--- config.mk ---
export PLATFORM = sky130hd
export DESIGN_NAME = adc_serial_output_config
export DESIGN_NICKNAME = d
export VERILOG_FILES = /design/src/logic/adc_out_pkg.sv /design/src/logic/adc_serial_output_config.sv
export SDC_FILE = /design/constraint.sdc
export NUM_CORES = 1
export LEC_CHECK = 0
export ABC_AREA = 0
export BUFFER_PORTS_ARGS = -buffer_cell sky130_fd_sc_hd__buf_2
export CAP_MARGIN = 20
export CORE_MARGIN = 4
export CORE_UTILIZATION = 35
export CTS_CLUSTER_DIAMETER = 80
export DETAILED_ROUTE_END_ITERATION = 6
export PLACE_DENSITY_LB_ADDON = 0.3
export SYNTH_ARGS = -nofsm -noshare
export SYNTH_HDL_FRONTEND = slang
export SYNTH_SLANG_ARGS = --single-unit
--- constraint.sdc ---
create_clock -name mclk -period 7.6 [get_ports mclk]
set_input_delay 1.14 -clock mclk [delete_from_list [all_inputs] [get_ports mclk]]
set_output_delay 1.14 -clock mclk [all_outputs]
set_load 0.02 [all_outputs]
--- src/logic/adc_out_pkg.sv ---
// Constants shared by the serial output configuration block
package adc_out_pkg;
	// ****************************************************************
	// Register map of the serial control port
	// ****************************************************************
	localparam logic [7:0] CLOCK_REFERENCE_PHASE_CONTROL_ADDR = 8'h42;
	localparam logic [7:0] OUTPUT_FORMAT_CONTROL_ADDR = 8'h46;
	localparam logic [15:0] REG_RESET = 16'h0000;
	localparam int CTL_WORD_BITS = 24;
	// Fields of the clock, reference and phase register
	localparam int BALANCED_CLOCK_BIT = 0;
	localparam int DUTY_CORRECTION_BIT = 2;
	localparam int CM_REF_INPUT_BIT = 3;
	localparam int DDR_PHASE_LSB = 5;
	localparam int PARTIAL_PD_BIT = 10;
	// Fields of the output format register
	localparam int TWOS_COMPLEMENT_BIT = 2;
	localparam int MSB_FIRST_BIT = 3;
	localparam int SINGLE_RATE_BIT = 4;
	localparam int SINGLE_RATE_EDGE_BIT = 13;
	// ****************************************************************
	// Serial link geometry
	// ****************************************************************
	localparam int CHANNELS = 8;
	localparam int WORD_BITS = 12;
	localparam logic [3:0] LAST_BIT = 4'hB;
	localparam logic [3:0] FRAME_HIGH_BITS = 4'h6;
	// ****************************************************************
	// Timing
	// ****************************************************************
	localparam int CLK_MHZ = 125;
	localparam int FULL_WAKE_US = 50;
	localparam int PARTIAL_WAKE_US = 2;
	localparam int FULL_WAKE_CYC = FULL_WAKE_US * CLK_MHZ;
	localparam int PARTIAL_WAKE_CYC = PARTIAL_WAKE_US * CLK_MHZ;
	localparam int CLK_LOST_CYC = 64;
	localparam int WAKE_W = 16;
endpackage : adc_out_pkg

--- src/logic/adc_serial_output_config.sv ---
// Serial output formatter and configuration for an eight-channel ADC
`timescale 1ns/1ns
module adc_serial_output_config #(
	parameter int FULL_WAKE_CYCLES = adc_out_pkg::FULL_WAKE_CYC
) (
	input wire logic mclk,
	input wire logic rst_b,
	input wire logic ctl_enable_b,
	input wire logic ctl_clock,
	input wire logic ctl_data,
	input wire logic sample_clock_pos,
	input wire logic sample_clock_neg,
	input wire logic reference_source_pin,
	input wire logic converter_powerdown_pin,
	input wire logic [7:0][11:0] sample_word,
	output logic [7:0] serial_data,
	output logic serial_bit_clock,
	output logic word_frame_clock,
	output logic converter_ready,
	output logic balanced_clock_select,
	output logic duty_correction_enable,
	output logic external_reference_active,
	output logic common_mode_pin_oe
);
	// ****************************************************************
	// Reset release and input synchronisers
	// ****************************************************************
	logic [1:0] rst_sync_r;
	logic rst_n;
	always_ff @(posedge mclk or negedge rst_b) begin
		if (!rst_b) begin
			rst_sync_r <= 2'h0;
		end else begin
			rst_sync_r <= {rst_sync_r[0], 1'b1};
		end
	end
	assign rst_n = rst_sync_r[1];

	// Pins: enable, clock, data, clk pos, clk neg, ref pin, powerdown
	logic [6:0] pin_meta_r;
	logic [6:0] pin_r;
	always_ff @(posedge mclk or negedge rst_n) begin
		if (!rst_n) begin
			pin_meta_r <= 7'h21;
			pin_r <= 7'h21;
		end else begin
			pin_meta_r <= {converter_powerdown_pin, reference_source_pin,
				sample_clock_neg, sample_clock_pos, ctl_data, ctl_clock,
				ctl_enable_b};
			pin_r <= pin_meta_r;
		end
	end

	// ****************************************************************
	// Serial control port: 8 address bits then 16 data bits, MSB first
	// ****************************************************************
	logic ctl_clock_d_r;
	logic [23:0] ctl_shift_r;
	logic [4:0] ctl_count_r;
	logic [15:0] clock_reference_phase_control_r;
	logic [15:0] output_format_control_r;
	logic ctl_rise;
	logic ctl_done;
	assign ctl_rise = pin_r[1] && !ctl_clock_d_r && !pin_r[0];
	assign ctl_done = ctl_rise &&
		(ctl_count_r == 5'(adc_out_pkg::CTL_WORD_BITS - 1));

	always_ff @(posedge mclk or negedge rst_n) begin
		if (!rst_n) begin
			ctl_clock_d_r <= 1'b0;
			ctl_shift_r <= 24'h000000;
			ctl_count_r <= 5'h00;
		end else begin
			ctl_clock_d_r <= pin_r[1];
			if (pin_r[0]) begin
				ctl_count_r <= 5'h00;
			end else if (ctl_rise) begin
				ctl_shift_r <= {ctl_shift_r[22:0], pin_r[2]};
				ctl_count_r <= ctl_done ? 5'h00 : ctl_count_r + 5'h01;
			end
		end
	end

	always_ff @(posedge mclk or negedge rst_n) begin
		if (!rst_n) begin
			clock_reference_phase_control_r <= adc_out_pkg::REG_RESET;
			output_format_control_r <= adc_out_pkg::REG_RESET;
		end else if (ctl_done) begin
			if (ctl_shift_r[22:15] ==
				adc_out_pkg::CLOCK_REFERENCE_PHASE_CONTROL_ADDR) begin
				clock_reference_phase_control_r <=
					{ctl_shift_r[14:0], pin_r[2]};
			end
			if (ctl_shift_r[22:15] == adc_out_pkg::OUTPUT_FORMAT_CONTROL_ADDR) begin
				output_format_control_r <= {ctl_shift_r[14:0], pin_r[2]};
			end
		end
	end

	// ****************************************************************
	// Clock and reference configuration outputs
	// ****************************************************************
	logic balanced;
	assign balanced =
		clock_reference_phase_control_r[adc_out_pkg::BALANCED_CLOCK_BIT];
	always_ff @(posedge mclk or negedge rst_n) begin
		if (!rst_n) begin
			balanced_clock_select <= 1'b0;
			duty_correction_enable <= 1'b0;
			external_reference_active <= 1'b0;
			common_mode_pin_oe <= 1'b1;
		end else begin
			balanced_clock_select <= balanced;
			duty_correction_enable <= clock_reference_phase_control_r[
				adc_out_pkg::DUTY_CORRECTION_BIT];
			external_reference_active <= !pin_r[5];
			// CM stops being driven only when it must act as the reference input
			common_mode_pin_oe <= !(!pin_r[5] &&
				clock_reference_phase_control_r[
				adc_out_pkg::CM_REF_INPUT_BIT]);
		end
	end

	// ****************************************************************
	// Sample clock activity, needed to judge partial-power-down wake
	// ****************************************************************
	logic samp_level;
	logic samp_d_r;
	logic [6:0] idle_count_r;
	logic clock_lost_r;
	// Single-ended uses only the positive pin; balanced compares both
	assign samp_level = balanced ? (pin_r[3] && !pin_r[4]) : pin_r[3];
	always_ff @(posedge mclk or negedge rst_n) begin
		if (!rst_n) begin
			samp_d_r <= 1'b0;
			idle_count_r <= 7'h00;
			clock_lost_r <= 1'b0;
		end else begin
			samp_d_r <= samp_level;
			if (samp_level != samp_d_r) begin
				idle_count_r <= 7'h00;
			end else if (idle_count_r !=
				7'(adc_out_pkg::CLK_LOST_CYC)) begin
				idle_count_r <= idle_count_r + 7'h01;
			end
			clock_lost_r <= idle_count_r == 7'(adc_out_pkg::CLK_LOST_CYC);
		end
	end

	// ****************************************************************
	// Power-down and wake sequencing
	// ****************************************************************
	logic [adc_out_pkg::WAKE_W-1:0] wake_count_r;
	logic stopped_in_pd_r;
	logic partial_sel;
	assign partial_sel =
		clock_reference_phase_control_r[adc_out_pkg::PARTIAL_PD_BIT];
	always_ff @(posedge mclk or negedge rst_n) begin
		if (!rst_n) begin
			wake_count_r <= '0;
			stopped_in_pd_r <= 1'b0;
			converter_ready <= 1'b0;
		end else if (pin_r[6]) begin
			converter_ready <= 1'b0;
			stopped_in_pd_r <= stopped_in_pd_r || clock_lost_r;
			// A stopped clock forfeits the short wake, so full time applies
			if (partial_sel && !(stopped_in_pd_r || clock_lost_r)) begin
				wake_count_r <= adc_out_pkg::WAKE_W'(
					adc_out_pkg::PARTIAL_WAKE_CYC - 1);
			end else begin
				wake_count_r <= adc_out_pkg::WAKE_W'(
					FULL_WAKE_CYCLES - 1);
			end
		end else begin
			stopped_in_pd_r <= 1'b0;
			if (wake_count_r != '0) begin
				wake_count_r <= wake_count_r - 1'b1;
			end
			converter_ready <= wake_count_r == '0;
		end
	end

	// ****************************************************************
	// Serializer: two clocks per bit, twelve bits per word
	// ****************************************************************
	logic sub_r;
	logic [3:0] bit_r;
	logic [7:0][11:0] word_r;
	logic msb_first_r;
	logic single_rate_r;
	logic fall_edge_r;
	logic [1:0] phase_r;
	logic [1:0] quarter;
	logic [1:0] ddr_pos;
	logic word_end;
	assign word_end = sub_r && (bit_r == adc_out_pkg::LAST_BIT);
	assign quarter = {bit_r[0], sub_r};
	assign ddr_pos = quarter + 2'h3 + phase_r;

	always_ff @(posedge mclk or negedge rst_n) begin
		if (!rst_n) begin
			sub_r <= 1'b0;
			bit_r <= 4'h0;
		end else if (!converter_ready) begin
			sub_r <= 1'b0;
			bit_r <= 4'h0;
		end else begin
			sub_r <= !sub_r;
			if (sub_r) begin
				bit_r <= word_end ? 4'h0 : bit_r + 4'h1;
			end
		end
	end

	// Settings are sampled only at word boundaries or while not ready, so no word is torn
	always_ff @(posedge mclk or negedge rst_n) begin
		if (!rst_n) begin
			msb_first_r <= 1'b0;
			single_rate_r <= 1'b0;
			fall_edge_r <= 1'b0;
			phase_r <= 2'h0;
		end else if (word_end || !converter_ready) begin
			msb_first_r <= output_format_control_r[
				adc_out_pkg::MSB_FIRST_BIT];
			single_rate_r <= output_format_control_r[
				adc_out_pkg::SINGLE_RATE_BIT];
			fall_edge_r <= output_format_control_r[
				adc_out_pkg::SINGLE_RATE_EDGE_BIT];
			phase_r <= clock_reference_phase_control_r[
				adc_out_pkg::DDR_PHASE_LSB +: 2];
		end
	end

	genvar ch;
	generate
		for (ch = 0; ch < adc_out_pkg::CHANNELS; ch++) begin : g_lane
			always_ff @(posedge mclk or negedge rst_n) begin
				if (!rst_n) begin
					word_r[ch] <= 12'h000;
				end else if (word_end || !converter_ready) begin
					word_r[ch] <= sample_word[ch] ^ {output_format_control_r[
						adc_out_pkg::TWOS_COMPLEMENT_BIT], 11'h000};
				end
			end
			always_ff @(posedge mclk or negedge rst_n) begin
				if (!rst_n) begin
					serial_data[ch] <= 1'b0;
				end else if (!converter_ready) begin
					serial_data[ch] <= 1'b0;
				end else if (msb_first_r) begin
					serial_data[ch] <= word_r[ch][adc_out_pkg::LAST_BIT - bit_r];
				end else begin
					serial_data[ch] <= word_r[ch][bit_r];
				end
			end
		end
	endgenerate

	always_ff @(posedge mclk or negedge rst_n) begin
		if (!rst_n) begin
			serial_bit_clock <= 1'b0;
			word_frame_clock <= 1'b0;
		end else if (!converter_ready) begin
			serial_bit_clock <= 1'b0;
			word_frame_clock <= 1'b0;
		end else begin
			word_frame_clock <= bit_r < adc_out_pkg::FRAME_HIGH_BITS;
			if (single_rate_r) begin
				serial_bit_clock <= sub_r ^ fall_edge_r;
			end else begin
				serial_bit_clock <= ddr_pos[1];
			end
		end
	end
endmodule : adc_serial_output_config

# Word level (Yosys, flattened, before mapping)
# Cells that the tools add are included.
[classes]
add_sub_neg = 7
order_cmp = 3
eq_ne = 8
mux = 66
bitwise = 10
n_reduce_logical = 25
[op_table]
columns = ["operator", "count"]
rows = [
  ["XOR 12 bit", 8],
  ["binary-select mux 1 bit (select 4 bit)", 16],
  ["two-way mux 1 bit", 39],
  ["two-way mux 16 bit", 2],
  ["== test 8 x 7 -> 1 bit, second input constant", 2],
  ["logical NOT 16 bit", 1],
  ["nonzero test 16 bit", 1],
  ["subtractor 16 x 1 -> 16 bit, second input constant", 1],
  ["two-way mux 5 bit", 3],
  ["two-way mux 7 bit", 2],
  ["two-way mux 13 bit", 1],
  ["two-way mux 4 bit", 3],
  ["< comparator 4 x 5 -> 1 bit, second input constant", 2],
  ["logical NOT 1 bit", 8],
  ["adder 7 x 1 -> 7 bit, second input constant", 1],
  ["== test 7 bit, second input constant", 1],
  ["logical AND 1 bit", 7],
  ["!= test 7 bit, second input constant", 1],
  ["AND reduction 2 bit", 3],
  ["nonzero test 2 bit", 3],
  ["adder 5 x 1 -> 5 bit, second input constant", 1],
  ["== test 5 bit, second input constant", 1],
  ["adder 4 x 1 -> 4 bit, second input constant", 1],
  ["== test 4 bit, second input constant", 1],
  ["other kinds (9)", 10],
]
[word_totals]
register_bits = 217
word_cells = 161

# Depth between registers and ports, before layout
[depth]
ltp_word = 7
depth_mapped = 9
mapped_depth_nobuf = 6

# Worst setup path after synthesis
# No wires, ideal clock.
[synth_path]
path_type = "flip-flop to flip-flop"
from = "register bit_r[2]"
to = "register serial_data[0]"
arrival_time_ns = 2.017
path_slack_ns = 5.497
path_stages_with_launch = 10
synth_period_minus_slack_ns = 2.103
cell_sequence = "dfrtp_1 -> buf_2 -> inv_1 -> ha_1 -> buf_2 -> and2_0 -> clkbuf_1 -> a221oi_1 -> o21ai_0 -> a32oi_1"
[synth_via]
elab_chain_len = 5
elab_cells_between_ends = 7
[synth_lines]
columns = ["item", "line", "rtl"]
rows = [
  ["from (decl)", "adc_serial_output_config.sv:187", "logic [3:0] bit_r;"],
  ["from (signal assigned)", "adc_serial_output_config.sv:210", "bit_r <= word_end ? 4'h0 : bit_r + 4'h1;"],
  ["subtractor 4 bit", "adc_serial_output_config.sv:251", "serial_data[ch] <= word_r[ch][adc_out_pkg::LAST_BIT - bit_r];"],
  ["binary-select mux 1 bit (select 4 bit)", "adc_serial_output_config.sv:251", ""],
  ["two-way mux 1 bit (implied by the code)", "adc_serial_output_config.sv:251", ""],
  ["two-way mux 1 bit (*)", "adc_serial_output_config.sv:250", "end else if (msb_first_r) begin"],
  ["two-way mux 1 bit (*)", "adc_serial_output_config.sv:248", "end else if (!converter_ready) begin"],
  ["to (signal, indexed assignment)", "adc_serial_output_config.sv:251", ""],
  ["to (signal, indexed assignment)", "adc_serial_output_config.sv:253", "serial_data[ch] <= word_r[ch][bit_r];"],
  ["to (decl)", "adc_serial_output_config.sv:16", "output logic [7:0] serial_data,"],
]
# Mark *: on every way between the ends. The rest lies on a longest branch, timed or not. The select of a mux whose other input is x is not followed.
# A chain may end at the register's enable or synchronous reset.

# Worst setup path after layout
[layout_path]
from = "register bit_r[1]"
to = "register word_r[18] in the netlist's numbering"
[layout_via]
elab_chain_len = 3
[layout_lines]
columns = ["item", "line", "rtl"]
rows = [
  ["== test 4 bit", "adc_serial_output_config.sv:196", "assign word_end = sub_r && (bit_r == adc_out_pkg::LAST_BIT);"],
  ["logical AND 1 bit", "adc_serial_output_config.sv:196", ""],
  ["logical OR 1 bit", "adc_serial_output_config.sv:240", "end else if (word_end || !converter_ready) begin"],
  ["to (signal, indexed assignment)", "adc_serial_output_config.sv:241", "word_r[ch] <= sample_word[ch] ^ {output_format_control_r["],
  ["to (decl)", "adc_serial_output_config.sv:188", "logic [7:0][11:0] word_r;"],
]
# No other way between the ends.

==> impl_metrics.json <==
{
  "clkTransAtPathRegs_ns": 0.06,
  "worstPathRequired_ns": 7.99,
  "clk_latency_ns": 0.51,
  "critical_path_class": "reg -> reg",
  "vias": 6224,
  "grt_pass1_wl_um": 35500,
  "place.gp.congestion": 0.770,
  "syn-num-nets": 843,
  "port_buffers": 119,
  "drc_errors": 0,
  "wl_per_cell_um": 18.2,
  "fin_worst_skew_ns": 0.00796,
  "antenna_cells": 0,
  "combPwrFrac_pct": 5.9,
  "fin_crit_ns": 3.09,
  "synth_edf_count": 0,
  "p_switching_mw": 0.567,
  "async_reset_ff_share_pct": 100,
  "synth_top_area_cell": "dfrtp_1",
  "grt_pass1_vias": 6332,
  "synth_cells": 731,
  "ys_ff_latch": 202,
  "cts_buffers": 24,
  "ys_warn_count": 0,
  "path_cells": "ha_1, nand3_1, nand2_4, buf_4, mux2_2",
  "die_y_um": 173,
  "post-dp-hpwl_um": 14400,
  "end_kind": "flop",
  "synth_cell_types": 62,
  "post_dp_cell_area_um2": 10400,
  "worst_r2r_path_depth": 5,
  "rr_startpoint": "bit_r[1]",
  "reg2reg_to": "word_r[18]",
  "p_seq_share_pct": 47.9,
  "fin_tns_setup_ns": 0,
  "avgSynthCellArea_um2": 13.0,
  "finalMaxSlewViolations": 0,
  "cts-resized-gates": 0,
  "antenna_left": 0,
  "synth.cell_area_um2": 9520,
  "nets": 954,
  "layout.cells.non_filler": 1198,
  "status": "finished, final reports clean",
  "critPathMaxStageDelay_ns": 0.82,
  "crit_slowest_cell": "dfrtp_4",
  "synth_top_area_share_pct": 51.8,
  "start_util_pct": 35.4,
  "dieArea_um2": 29900,
  "powerDensity_nw_per_um2": 221,
  "grt_antenna_before_repair": 1,
  "yosys-top-cells-area": "dfrtp_1 52%, mux2_2 15%, mux2i_1 7.5%, mux4_2 3.8%, nor2_1 1.5%",
  "maxCapViolations": 0,
  "final_hold_viol_count": 0,
  "p_clk_share_pct": 46.2,
  "track_usage_pct": 14.5,
  "r2r_setup_slack_ns": 4.51,
  "grt_max_degree": 82,
  "overflow": 0,
  "ir_worst_vdd_mv": 0.149,
  "yosysSeqAreaShare_pct": 53.2,
  "vias_per_cell": 5.20,
  "hp-class": "reg -> async",
  "core_um2": 26900,
  "htreeDepth": 1,
  "postCtsSetupRepairBufs": 0,
  "place_inst": 1156,
  "area_growth_pct": 17.9,
  "synthTopCellsByCount": "197 x dfrtp_1, 126 x mux2_2, 71 x mux2i_1, 39 x nor2_1, 26 x buf_2",
  "p_int_mw": 1.91,
  "worstSetupStartpointType": "flop",
  "synth_ff_type": "dfrtp_1",
  "die_w_um": 173,
  "hold_slack_ns": 0.313,
  "wl_um": 21800,
  "clock-sinks": 202,
  "holdBufCountCts": 0,
  "first_pass_iters": 5,
  "cts_tree": "done",
  "relSlewSlack_pct": 25.7,
  "post-route-util_pct": 41.7,
  "drt-initial-drc-count": 450,
  "rows": 60,
  "arrival_ns": 3.48,
  "worstPathMaxFanout": 66,
  "ios": 120,
  "fin_crit_sh_pct": 40.6,
  "layout-drive-gt1-share_pct": 38.3,
  "cts_buffer_depth": 3,
  "max_clock_freq_mhz": 324,
  "worstMarginPinSlew_ns": 1.11,
  "final_cell_area_um2": 11200,
  "yosys.cell_count.top_type": "dfrtp_1",
  "swShare_pct": 22.8,
  "leakage_nw": 4.75,
  "ctsRootBufferMaster": "clkbuf_16",
  "rsz0062_at_grt": "false",
  "finalSetupViolCount": 0
}
[cell usage in the layout (no fill, tap or decap), types with 12 or more instances in the layout]
cell,count
mux4_2,16
a21oi_1,20
nor2_1,39
clkbuf_16,25
a22oi_1,16
nand3_1,18
mux2i_1,71
nand2_1,23
mux2_2,126
inv_1,12
o21ai_0,18
dfrtp_1,195
buf_2,119
nor2b_1,12
[worst max-delay path by stage]
stage	from	endpoint	cells past startpoint
3_3_place_gp	bit_r[1]	word_r[21]	5
4_1_cts	bit_r[1]	word_r[18]	5
5_1_grt	bit_r[1]	word_r[18]	5
6_report	bit_r[1]	word_r[18]	5
2_1_floorplan	rst_sync_r[1]	balanced_clock_select	0
3_5_place_dp	bit_r[1]	word_r[20]	5
[worst max-delay path: cells and delay by family (launching register included)]
family	cells	cell delay, ns
AND/OR/NAND/NOR	2	0.59
adder cells (fa/ha/maj)	1	0.30
buffers and inverters	1	0.74
flip-flops	1	0.82
multiplexers	1	0.42
[power groups by stage]
stage | Clock (mW) | Combinational (mW) | Sequential (mW)
2_1_floorplan | 0 | 0.0882 | 1.20
3_3_place_gp | 0 | 0.142 | 1.21
3_5_place_dp | 0 | 0.144 | 1.21
4_1_cts | 1.18 | 0.145 | 1.19
5_1_grt | 1.23 | 0.166 | 1.20
6_report | 1.14 | 0.147 | 1.19
[through the flow]
step | setup slack, ns | power, mW
6_report | 4.51 | 2.48
5_1_grt | 4.34 | 2.60
4_1_cts | 4.51 | 2.52
3_5_place_dp | 4.51 | 1.36
3_3_place_gp | 4.53 | 1.35
2_1_floorplan | 1.56 | 1.29
[final cells by class]
type	count	area [µm²]
well taps	341	427
multi-input cells	476	4220
clock inverters	5	67.6
fillers	2553	15700
clock buffers	36	727
inverters	12	45.0
repair buffers	126	661
flip-flops and latches	202	5070
[state kept, by name, indices dropped and copies added (netlist names), 2 cells and up]
| name | cells |
|---|---|
| clock_reference_phase_control_r | 6 |
| ctl_shift_r | 23 |
| phase_r | 2 |
| output_format_control_r | 4 |
| ctl_count_r | 5 |
| word_r | 96 |
| rst_sync_r | 2 |
| pin_r | 7 |
| wake_count_r | 16 |
| pin_meta_r | 7 |
| serial_data | 8 |
| bit_r | 4 |
| idle_count_r | 7 |
[cell families (layout without fill, tap and decap cells)]
| family | Yosys count | after routing | synth area share (%) |
|---|---|---|---|
| compound gates | 100 | 100 | 7.31 |
| other cells | 1 | 1 | 0.0394 |
| fa+ha+maj | 7 | 7 | 0.920 |
| xor+xnor | 19 | 19 | 1.75 |
| flops | 202 | 202 | 53.2 |
| mux | 216 | 216 | 26.6 |
| simple gates | 133 | 133 | 7.68 |
| buf+inv | 53 | 179 | 2.51 |
[layer usage]
| metal | wire, µm | track usage, % | vias up |
|---|---|---|---|
| met5 | 0 | 0 | - |
| li1 | - | - | 2918 |
| met2 | 9740 | 22.3 | 177 |
| met4 | 536 | 3.86 | 0 |
| met3 | 1140 | 2.71 | 40 |
| met1 | 10400 | 21.2 | 3089 |
Note: power is estimated with default switching activity, not from simulation.
